$ cat config.mk
export PLATFORM = sky130hd
export DESIGN_NAME = vspd_top
export DESIGN_NICKNAME = d
export VERILOG_FILES = /design/src/verilog/vspd_pkg.sv /design/src/verilog/vspd_scale_if.sv /design/src/verilog/vspd_scale.sv /design/src/verilog/vspd_top.sv
export VERILOG_INCLUDE_DIRS = /design/src /design/src/verilog
export SDC_FILE = /design/constraint.sdc
export NUM_CORES = 2
export LEC_CHECK = 0
export BUFFER_PORTS_ARGS = -buffer_cell sky130_fd_sc_hd__buf_2
export CELL_PAD_IN_SITES_DETAIL_PLACEMENT = 0
export CELL_PAD_IN_SITES_GLOBAL_PLACEMENT = 2
export CORE_AREA = 2 2 562 452
export DETAILED_ROUTE_END_ITERATION = 16
export DIE_AREA = 0 0 564 454
export PLACE_DENSITY = 0.67
export SLEW_MARGIN = 20
export SYNTH_ARGS = -nofsm -noshare
export SYNTH_HDL_FRONTEND = slang
export SYNTH_SLANG_ARGS = --single-unit
$ cat constraint.sdc
create_clock -name i_sys_clk -period 112.2 [get_ports i_sys_clk]
set_input_delay 5.61 -clock i_sys_clk [delete_from_list [all_inputs] [get_ports i_sys_clk]]
set_output_delay 5.61 -clock i_sys_clk [all_outputs]
set_load 0.05 [all_outputs]
$ cat src/verilog/vspd_map.svh
// constants, timing counts and summary of operation for the set-point block
// Summary of operation
// armed notify emits v when speed reached
// notify only in either answer mode
// cancel drops a pending unfired notify
// full-scale input maps to maximum speed
// maximum speed clamps all but voltage mode (analog and pwm set-points stay clamped in voltage mode too)
// start voltage gives minimum velocity
// dead band below start voltage stops drive
// left/right choose sign of positive set-point
// fault pin as direction: low left, high right
// direction pin overrides left/right setting
// pwm above half cw, half stop, below ccw
// source chooses voltage or pwm set-point
// pwm uses same limits and direction
// range limits stop drive unless switched off
// edge inputs edge-detected, others level-sampled
// react to input changes within 500 us
// hall zero crossing or fault pin index
// fault pin limit only with reference input stored
// start homing in any operating mode
// hall homing unavailable on brushed variant
// encoder homing zeroes at fault pin index
// power-on homing starts only when set
// host defines homing switch before start
// velocity command sets signed target
// notify fires once per arming
`ifndef VSPD_MAP_SVH
`define VSPD_MAP_SVH
`define VSPD_CLK_MHZ 100
`define VSPD_SAMPLE_US 500
`define VSPD_SAMPLE_CYC (`VSPD_SAMPLE_US * `VSPD_CLK_MHZ)
`define VSPD_FULL_MV 16'h2710
`define VSPD_PWM_HALF 16'h8000
`define VSPD_CHAR_V 8'h76
`define VSPD_CHAR_HOME 8'h68
`define VSPD_HOME_SPEED 16'h0064
`endif

$ cat src/verilog/vspd_pkg.sv
// types shared by the set-point block
package vspd_pkg;
  typedef enum logic [4:0] {
    VSPD_IDLE = 5'b00001,
    VSPD_SEEK = 5'b00010,
    VSPD_HALL = 5'b00100,
    VSPD_ENC = 5'b01000,
    VSPD_DONE = 5'b10000
  } vspd_home_t;
  typedef enum logic [1:0] {
    VSPD_SRC_HOST = 2'h0,
    VSPD_SRC_VOLT = 2'h1,
    VSPD_SRC_PWM = 2'h2
  } vspd_src_t;
endpackage

$ cat src/verilog/vspd_scale_if.sv
// scaling request and result between top and scaler
`timescale 1ns/10ps
interface vspd_scale_if;
  logic signed [16:0] mag_mv;
  logic [15:0] max_speed;
  logic [15:0] min_vel;
  logic [15:0] start_mv;
  logic [15:0] speed;
  modport top (output mag_mv, max_speed, min_vel, start_mv, input speed);
  modport scl (input mag_mv, max_speed, min_vel, start_mv, output speed);
endinterface

$ cat src/verilog/vspd_scale.sv
// magnitude to speed scaler with dead band and minimum velocity
`timescale 1ns/10ps
`include "vspd_map.svh"
module vspd_scale
  import vspd_pkg::*;
(
  vspd_scale_if.scl s
);
  wire [15:0] mag = s.mag_mv[16] ? 16'h0000 : s.mag_mv[15:0];
  wire [15:0] span = `VSPD_FULL_MV - s.start_mv;
  wire [15:0] above = mag - s.start_mv;
  wire [15:0] vspan = (s.max_speed > s.min_vel) ?
                      16'(s.max_speed - s.min_vel) : 16'h0000;
  wire [31:0] prod = 32'(above) * 32'(vspan);
  wire [31:0] quot = (span == 16'h0000) ? 32'h0 : prod / 32'(span);
  wire [31:0] lin = 32'(s.min_vel) + quot;
  wire [15:0] lim = (lin > 32'(s.max_speed)) ? s.max_speed : lin[15:0];
  // dead band and full-scale clamp; linear ramp from minimum to maximum
  assign s.speed = (mag < s.start_mv) ? 16'h0000 :
                   (mag >= `VSPD_FULL_MV) ? s.max_speed :
                   lim;
endmodule

$ cat src/verilog/vspd_top.sv
// set-point decode, velocity notify, reference inputs and homing
`timescale 1ns/10ps
`include "vspd_map.svh"
module vspd_top
  import vspd_pkg::*;
#(
  parameter int SAMPLE_CYC = `VSPD_SAMPLE_CYC,
  parameter bit BRUSHLESS = 1'b1
) (
  input wire logic i_sys_clk,
  input wire logic i_rst_n,
  input wire logic [1:0] i_setpoint_src,
  input wire logic i_normal_control_mode,
  input wire logic i_voltage_output_mode,
  input wire logic signed [15:0] i_analog_mv,
  input wire logic i_analog_set_input,
  input wire logic [15:0] i_maximum_speed,
  input wire logic [15:0] i_minimum_velocity,
  input wire logic [15:0] i_start_voltage_threshold,
  input wire logic i_positive_turns_left,
  input wire logic i_fault_pin_as_direction_input,
  input wire logic i_fault_pin,
  input wire logic i_velocity_cmd,
  input wire logic signed [15:0] i_velocity_target,
  input wire logic signed [15:0] i_actual_speed,
  input wire logic i_notify_speed_reached,
  input wire logic signed [15:0] i_notify_speed,
  input wire logic i_cancel_speed_notify,
  input wire logic i_answer_mode_one,
  input wire logic i_answer_mode_two,
  input wire logic i_tx_ready,
  input wire logic i_range_limits_off,
  input wire logic signed [31:0] i_actual_pos,
  input wire logic signed [31:0] i_range_limit_value,
  input wire logic signed [31:0] i_range_limit_low,
  input wire logic i_fault_pin_as_reference_input,
  input wire logic i_store_settings_persistently,
  input wire logic [2:0] i_level_inputs,
  input wire logic i_hall_zero,
  input wire logic i_start_homing_sequence,
  input wire logic i_home_to_hall_zero,
  input wire logic i_home_to_encoder_index,
  input wire logic i_homing_at_power_on,
  input wire logic i_homing_defined,
  input wire logic i_homing_switch_hit,
  output logic signed [15:0] o_target_speed,
  output logic o_tx_valid,
  output logic [7:0] o_tx_char,
  output logic o_range_stop,
  output logic o_index_pulse,
  output logic [2:0] o_level_sampled,
  output logic o_fault_edge,
  output logic o_analog_edge,
  output logic o_clear_position,
  output logic o_homing_active,
  output logic signed [15:0] o_homing_speed
);
  // ==========================================================
  // set-point source and direction
  vspd_scale_if sif ();
  vspd_scale u_scale (.s(sif));
  logic [15:0] pwm_acc_q, pwm_acc_d, pwm_cnt_q;
  logic [15:0] duty_q;
  logic ana_q, flt_q, hall_q;
  logic [15:0] smp_q;
  logic ref_q;
  wire pwm_sel = (i_setpoint_src == 2'(VSPD_SRC_PWM));
  wire volt_sel = (i_setpoint_src == 2'(VSPD_SRC_VOLT));
  wire ext_src = i_normal_control_mode & (pwm_sel | volt_sel);
  // pwm duty maps onto +-full scale so all limits apply alike
  // worked in 32 bits: the product of duty offset and full scale needs them
  wire signed [31:0] duty_full =
    ($signed({16'h0000, duty_q}) - $signed(32'(`VSPD_PWM_HALF))) *
    $signed(32'(`VSPD_FULL_MV)) / $signed(32'(`VSPD_PWM_HALF));
  wire signed [16:0] duty_mv = 17'(duty_full);
  wire signed [16:0] in_mv = pwm_sel ? duty_mv : 17'(i_analog_mv);
  wire neg_in = in_mv < 0;
  assign sif.mag_mv = neg_in ? -in_mv : in_mv;
  assign sif.max_speed = i_maximum_speed;
  assign sif.min_vel = i_minimum_velocity;
  assign sif.start_mv = i_start_voltage_threshold;
  // pin direction wins over the stored left/right choice
  wire left = i_fault_pin_as_direction_input ?
              ~i_fault_pin : i_positive_turns_left;
  wire rev = neg_in ^ left;
  wire signed [15:0] ext_spd = rev ? -$signed(sif.speed) : $signed(sif.speed);
  wire [15:0] tmag = i_velocity_target[15] ?
                     16'(-i_velocity_target) : i_velocity_target;
  wire [15:0] tlim = (!i_voltage_output_mode && tmag > i_maximum_speed) ?
                     i_maximum_speed : tmag;
  wire signed [15:0] host_spd = i_velocity_target[15] ?
                     -$signed(tlim) : $signed(tlim);
  logic signed [15:0] host_q;
  wire over_hi = i_actual_pos >= i_range_limit_value;
  wire over_lo = i_actual_pos <= i_range_limit_low;
  wire signed [15:0] raw_spd = ext_src ? ext_spd : host_q;
  wire range_stop = !i_range_limits_off &&
    ((over_hi && raw_spd > 0) || (over_lo && raw_spd < 0));
  // ==========================================================
  // homing sequencer
  vspd_home_t st_q, st_d;
  logic po_done_q;
  wire flt_edge = i_fault_pin & ~flt_q;
  wire ana_edge = i_analog_set_input & ~ana_q;
  wire hall_edge = i_hall_zero & ~hall_q;
  wire ref_en = i_fault_pin_as_reference_input & ref_q;
  wire po_start = i_homing_at_power_on & ~po_done_q;
  always_comb begin
    st_d = st_q;
    case (st_q)
      VSPD_IDLE: begin
        // accepted in any mode; the host must define a switch first
        if ((i_start_homing_sequence | po_start) & i_homing_defined) begin
          st_d = VSPD_SEEK;
        end else if (i_home_to_hall_zero & BRUSHLESS) begin
          st_d = VSPD_HALL;
        end else if (i_home_to_encoder_index) begin
          st_d = VSPD_ENC;
        end
      end
      VSPD_SEEK: if (i_homing_switch_hit | (ref_en & flt_edge)) begin
        st_d = VSPD_DONE;
      end
      VSPD_HALL: if (hall_edge) begin
        st_d = VSPD_DONE;
      end
      VSPD_ENC: if (flt_edge) begin
        st_d = VSPD_DONE;
      end
      VSPD_DONE: st_d = VSPD_IDLE;
      default: st_d = VSPD_IDLE;
    endcase
  end
  wire homing = (st_q != VSPD_IDLE) && (st_q != VSPD_DONE);
  // ==========================================================
  // velocity notify
  logic armed_q;
  wire ans_on = i_answer_mode_one | i_answer_mode_two;
  wire reached = (i_notify_speed >= 0) ? (i_actual_speed >= i_notify_speed)
                                       : (i_actual_speed <= i_notify_speed);
  wire fire = armed_q & reached & ans_on & i_tx_ready & ~o_tx_valid;
  // ==========================================================
  // pwm duty measure and level sampling
  wire pwm_rise = i_analog_set_input & ~ana_q;
  // the rising cycle is itself high, so it counts as the first high cycle
  assign pwm_acc_d = pwm_rise ? 16'h0001 :
                     16'(pwm_acc_q + {15'h0000, i_analog_set_input});
  wire smp_tick = (smp_q == 16'(SAMPLE_CYC - 1));
  wire [31:0] duty_w = (pwm_cnt_q == 16'h0000) ? 32'h0 :
                       (32'(pwm_acc_q) << 16) / 32'(pwm_cnt_q);
  always_ff @(posedge i_sys_clk) begin
    if (!i_rst_n) begin
      ana_q <= 1'b0;
      flt_q <= 1'b0;
      hall_q <= 1'b0;
      pwm_acc_q <= 16'h0000;
      pwm_cnt_q <= 16'h0000;
      duty_q <= `VSPD_PWM_HALF;
      smp_q <= 16'h0000;
      o_level_sampled <= 3'h0;
    end else begin
      ana_q <= i_analog_set_input;
      flt_q <= i_fault_pin;
      hall_q <= i_hall_zero;
      pwm_acc_q <= pwm_acc_d;
      pwm_cnt_q <= pwm_rise ? 16'h0001 : 16'(pwm_cnt_q + 16'h0001);
      if (pwm_rise) begin
        duty_q <= (duty_w > 32'hFFFF) ? 16'hFFFF : duty_w[15:0];
      end
      smp_q <= smp_tick ? 16'h0000 : 16'(smp_q + 16'h0001);
      if (smp_tick) begin
        o_level_sampled <= i_level_inputs;
      end
    end
  end
  // ==========================================================
  // outputs and control registers
  always_ff @(posedge i_sys_clk) begin
    if (!i_rst_n) begin
      st_q <= VSPD_IDLE;
      po_done_q <= 1'b0;
      ref_q <= 1'b0;
      armed_q <= 1'b0;
      host_q <= 16'sh0000;
      o_target_speed <= 16'sh0000;
      o_tx_valid <= 1'b0;
      o_tx_char <= 8'h00;
      o_range_stop <= 1'b0;
      o_index_pulse <= 1'b0;
      o_fault_edge <= 1'b0;
      o_analog_edge <= 1'b0;
      o_clear_position <= 1'b0;
      o_homing_active <= 1'b0;
      o_homing_speed <= 16'sh0000;
    end else begin
      st_q <= st_d;
      po_done_q <= 1'b1;
      if (i_store_settings_persistently) begin
        ref_q <= i_fault_pin_as_reference_input;
      end
      if (i_velocity_cmd) begin
        host_q <= host_spd;
      end
      // arm wins over cancel only when both arrive together
      if (i_notify_speed_reached) begin
        armed_q <= 1'b1;
      end else if (i_cancel_speed_notify | fire) begin
        armed_q <= 1'b0;
      end
      o_tx_valid <= fire;
      if (fire) begin
        o_tx_char <= `VSPD_CHAR_V;
      end
      o_range_stop <= range_stop;
      o_target_speed <= (range_stop | homing) ? 16'sh0000 : raw_spd;
      o_index_pulse <= BRUSHLESS ? hall_edge : (ref_en & flt_edge);
      o_fault_edge <= flt_edge;
      o_analog_edge <= ana_edge;
      o_clear_position <= (st_q != VSPD_DONE) && (st_d == VSPD_DONE);
      o_homing_active <= homing;
      o_homing_speed <= homing ? $signed(`VSPD_HOME_SPEED) : 16'sh0000;
    end
  end
endmodule

==> key figures <==
Drt
  – DR iter-0 viols: 4468
  – Routed length per instance: 20.0 µm
  – TritonRoute pass-1 iters: 5
  – Post-route DRC: 0
  – Via/cell ratio: 5.32
  – Routed Antenna Nets: 0
  – DR vias: 73.3k
  – Final wirelength: 275000 µm

Clock network
  – Clock insertion delay at the later pin of the skew report: 450 ps
  – Worst-path clk slew: 70 ps
  – Clk sinks: 118
  – CTS tree: done
  – Cts hold-fix bufs: 0
  – CTS Root Cell: clkbuf_16
  – Buffer depth of the longest clock path: 2
  – Total CTS buffers: 17
  – CTS H-tree lvls: 4

Die
  – Initial Utilization: 27.8%
  – Die W: 564 µm
  – Io pins: 287
  – Std cell rows: 165
  – Die ar.: 256000 µm²
  – Die Y: 454 µm
  – Core Box Area: 251000 µm²

GRT
  – Vias in the first global route: 69.7k
  – First-pass GRT wire length: 414000 µm
  – Maximum number of pins on one net before global-route repair: 41
  – Gr usage total: 20.4%
  – Antenna violations before repair: 27
  – Total gr overflow: 0

Critical path
  – Worst EP required: 112570 ps
  – Crit path top cell by count: o21a_1
  – Cell family with most CP delay: compound AO/OA/AOI/OAI gates
  – Crit path max fanout: 15
  – Crit-path max cell delay: 640 ps
  – Setup crit start kind: flip-flop
  – Worst Path Arrival: 110860 ps
  – Slowest CP cell: xnor2_1
  – CP endpoint kind: flip-flop
  – Critical path buffer and inverter count: 38
  – Kind of critical path: reg2reg

Yosys
  – Main synth FF type: dfxtp_1
  – Avg Synthesized Cell Area: 7.20 µm²
  – Synth Instances: 9704
  – Mapped Area: 69800 µm²
  – Seq cells post-synth: 118
  – Number of synthesized flops with an enable pin: 0
  – Distinct cells, synth: 141
  – Post-synthesis sequential area ratio: 3.38%
  – Async SR Flop Fraction: 0%
  – Syn. warnings: 0

Job
  – MaxCap Viol Count: 0

Finish
  – Layout cell share with drive strength beyond 1: 17.9%
  – Final std cells w/o fill: 13.8k
  – Fin nets: 12.0k
  – Layout area overhead: 19.0%
  – Commonest cells after routing, fill and taps aside: ha_1 (1067), nor2_1 (862), nand2_1 (796), inv_1 (711), buf_4 (636)
  – Commonest non-fill, non-tap cell in the layout: ha_1

Timing
  – Tcrit/Tclk final: 98.5%
  – Final setup viols: 0
  – Fin crit period: 110480 ps
  – Tightest Pin Transition: 1140 ps
  – Fin. Hold Viols: 0
  – Max-slew headroom: 23.6%
  – Peak Freq: 0.00905 GHz
  – RSZ-0062 raised after global routing: true
  – Setup WS post-layout: 1720 ps
  – Clk_skew: 17.4 ps
  – Final slew viol count: 0

Place
  – Port Buffers: 270
  – Hpwl dp: 227000 µm
  – Cell Count Post-Placement: 13.5k
  – Pre-CTS setup slack: -4490 ps
  – GPL Wtd Cong: 0.908

Run status
  – Outcome: finished clean

Min path
  – Min-delay worst type: reg2reg
## cell type report
type	count	area, µm²
flip-flops and latches	118	2370
diodes	17	42.5
clock buffers	18	439
inverters	736	2760
clock inverters	14	164
well taps	3340	4180
repair buffers	943	6580
multi-input cells	8579	66600
fillers	27009	168000
## metrics by stage
step | util [%] | TNS [ps] | hold WS [ps] | cell area [µm²]
2_1_floorplan | - | 0 | 430 | 70600
3_3_place_gp | 31.0 | -47970 | 452 | 77900
3_5_place_dp | 31.0 | -75590 | 466 | 77900
4_1_cts | 31.6 | 0 | 483 | 79300
5_1_grt | 33.1 | -67750 | 512 | 83100
6_report | 33.1 | 0 | 481 | 83100
## logic make-up after synthesis
| group | synth area share (%) |
|---|---|
| AO/OA/AOI/OAI | 27.6 |
| XOR/XNOR | 7.39 |
| adder cells (fa/ha/maj) | 27.3 |
| buffers and inverters | 5.73 |
| flip-flops | 3.38 |
| multiplexers | 4.28 |
| other | 0.00537 |
| AND/OR/NAND/NOR | 24.3 |
## worst reg2reg max path: cells and delay by family (launching register included)
family | cells | cell delay, ps
compound gates | 362 | 66630
simple gates | 128 | 19910
buf+inv | 38 | 4480
fa+ha+maj | 52 | 15790
mux | 7 | 2060
xor+xnor | 4 | 1090
flops | 1 | 340
## synth_stat cells, types with 198 or more instances
master / n / share of area [%]
nand2_1: 818 / 4.4
o21a_1: 378 / 4.1
o21ai_0: 508 / 3.6
xnor2_1: 389 / 4.9
fa_1: 243 / 7.0
a21o_1: 325 / 3.5
a21oi_1: 693 / 5.0
nor3_1: 428 / 3.1
inv_1: 735 / 4.0
xor2_1: 198 / 2.5
clkbuf_1: 209 / 1.1
nand3_1: 214 / 1.5
ha_1: 1135 / 20
nor2_1: 904 / 4.9
## path summary, 6_finish.rpt
check | slack (ps) | depth (start not counted) | startpoint | endpoint
max | 1720 | 591 | duty_q[4] | o_target_speed[4]
min | 480 | 1 | smp_q[0] | smp_q[0]
max reg2reg | 1720 | 591 | duty_q[4] | o_target_speed[4]
min reg2reg | 480 | 1 | smp_q[0] | smp_q[0]
## state kept, by name, summed over array words and instances, names as in the netlist, 3 cells and up
| name | count |
|---|---|
| pwm_acc_q | 16 |
| pwm_cnt_q | 16 |
| st_q | 5 |
| smp_q | 16 |
| duty_q | 16 |
| o_level_sampled | 3 |
| host_q | 16 |
| o_target_speed | 16 |
## what timing repair did
item                       in CTS  in global routing
pin swaps                      33                403
buffers inserted               39                218
setup endpoints to repair      17                 17
hold endpoints to repair        0                  0
gates resized for setup        98                433
cloned                          3                  4
## routing by layer
metal / GRT usage (%) / part of all wire (%) / vias to the layer above
met5: 0 / 0.0091 / -
li1: - / - / 36735
met3: 1.02 / 3.0 / 194
met1: 28.7 / 49 / 35020
met4: 3.80 / 2.3 / 4
met2: 34.4 / 46 / 1299
Power is not shown: default switching activity piles up to over one toggle a cycle in this logic, so the estimate is an artifact.
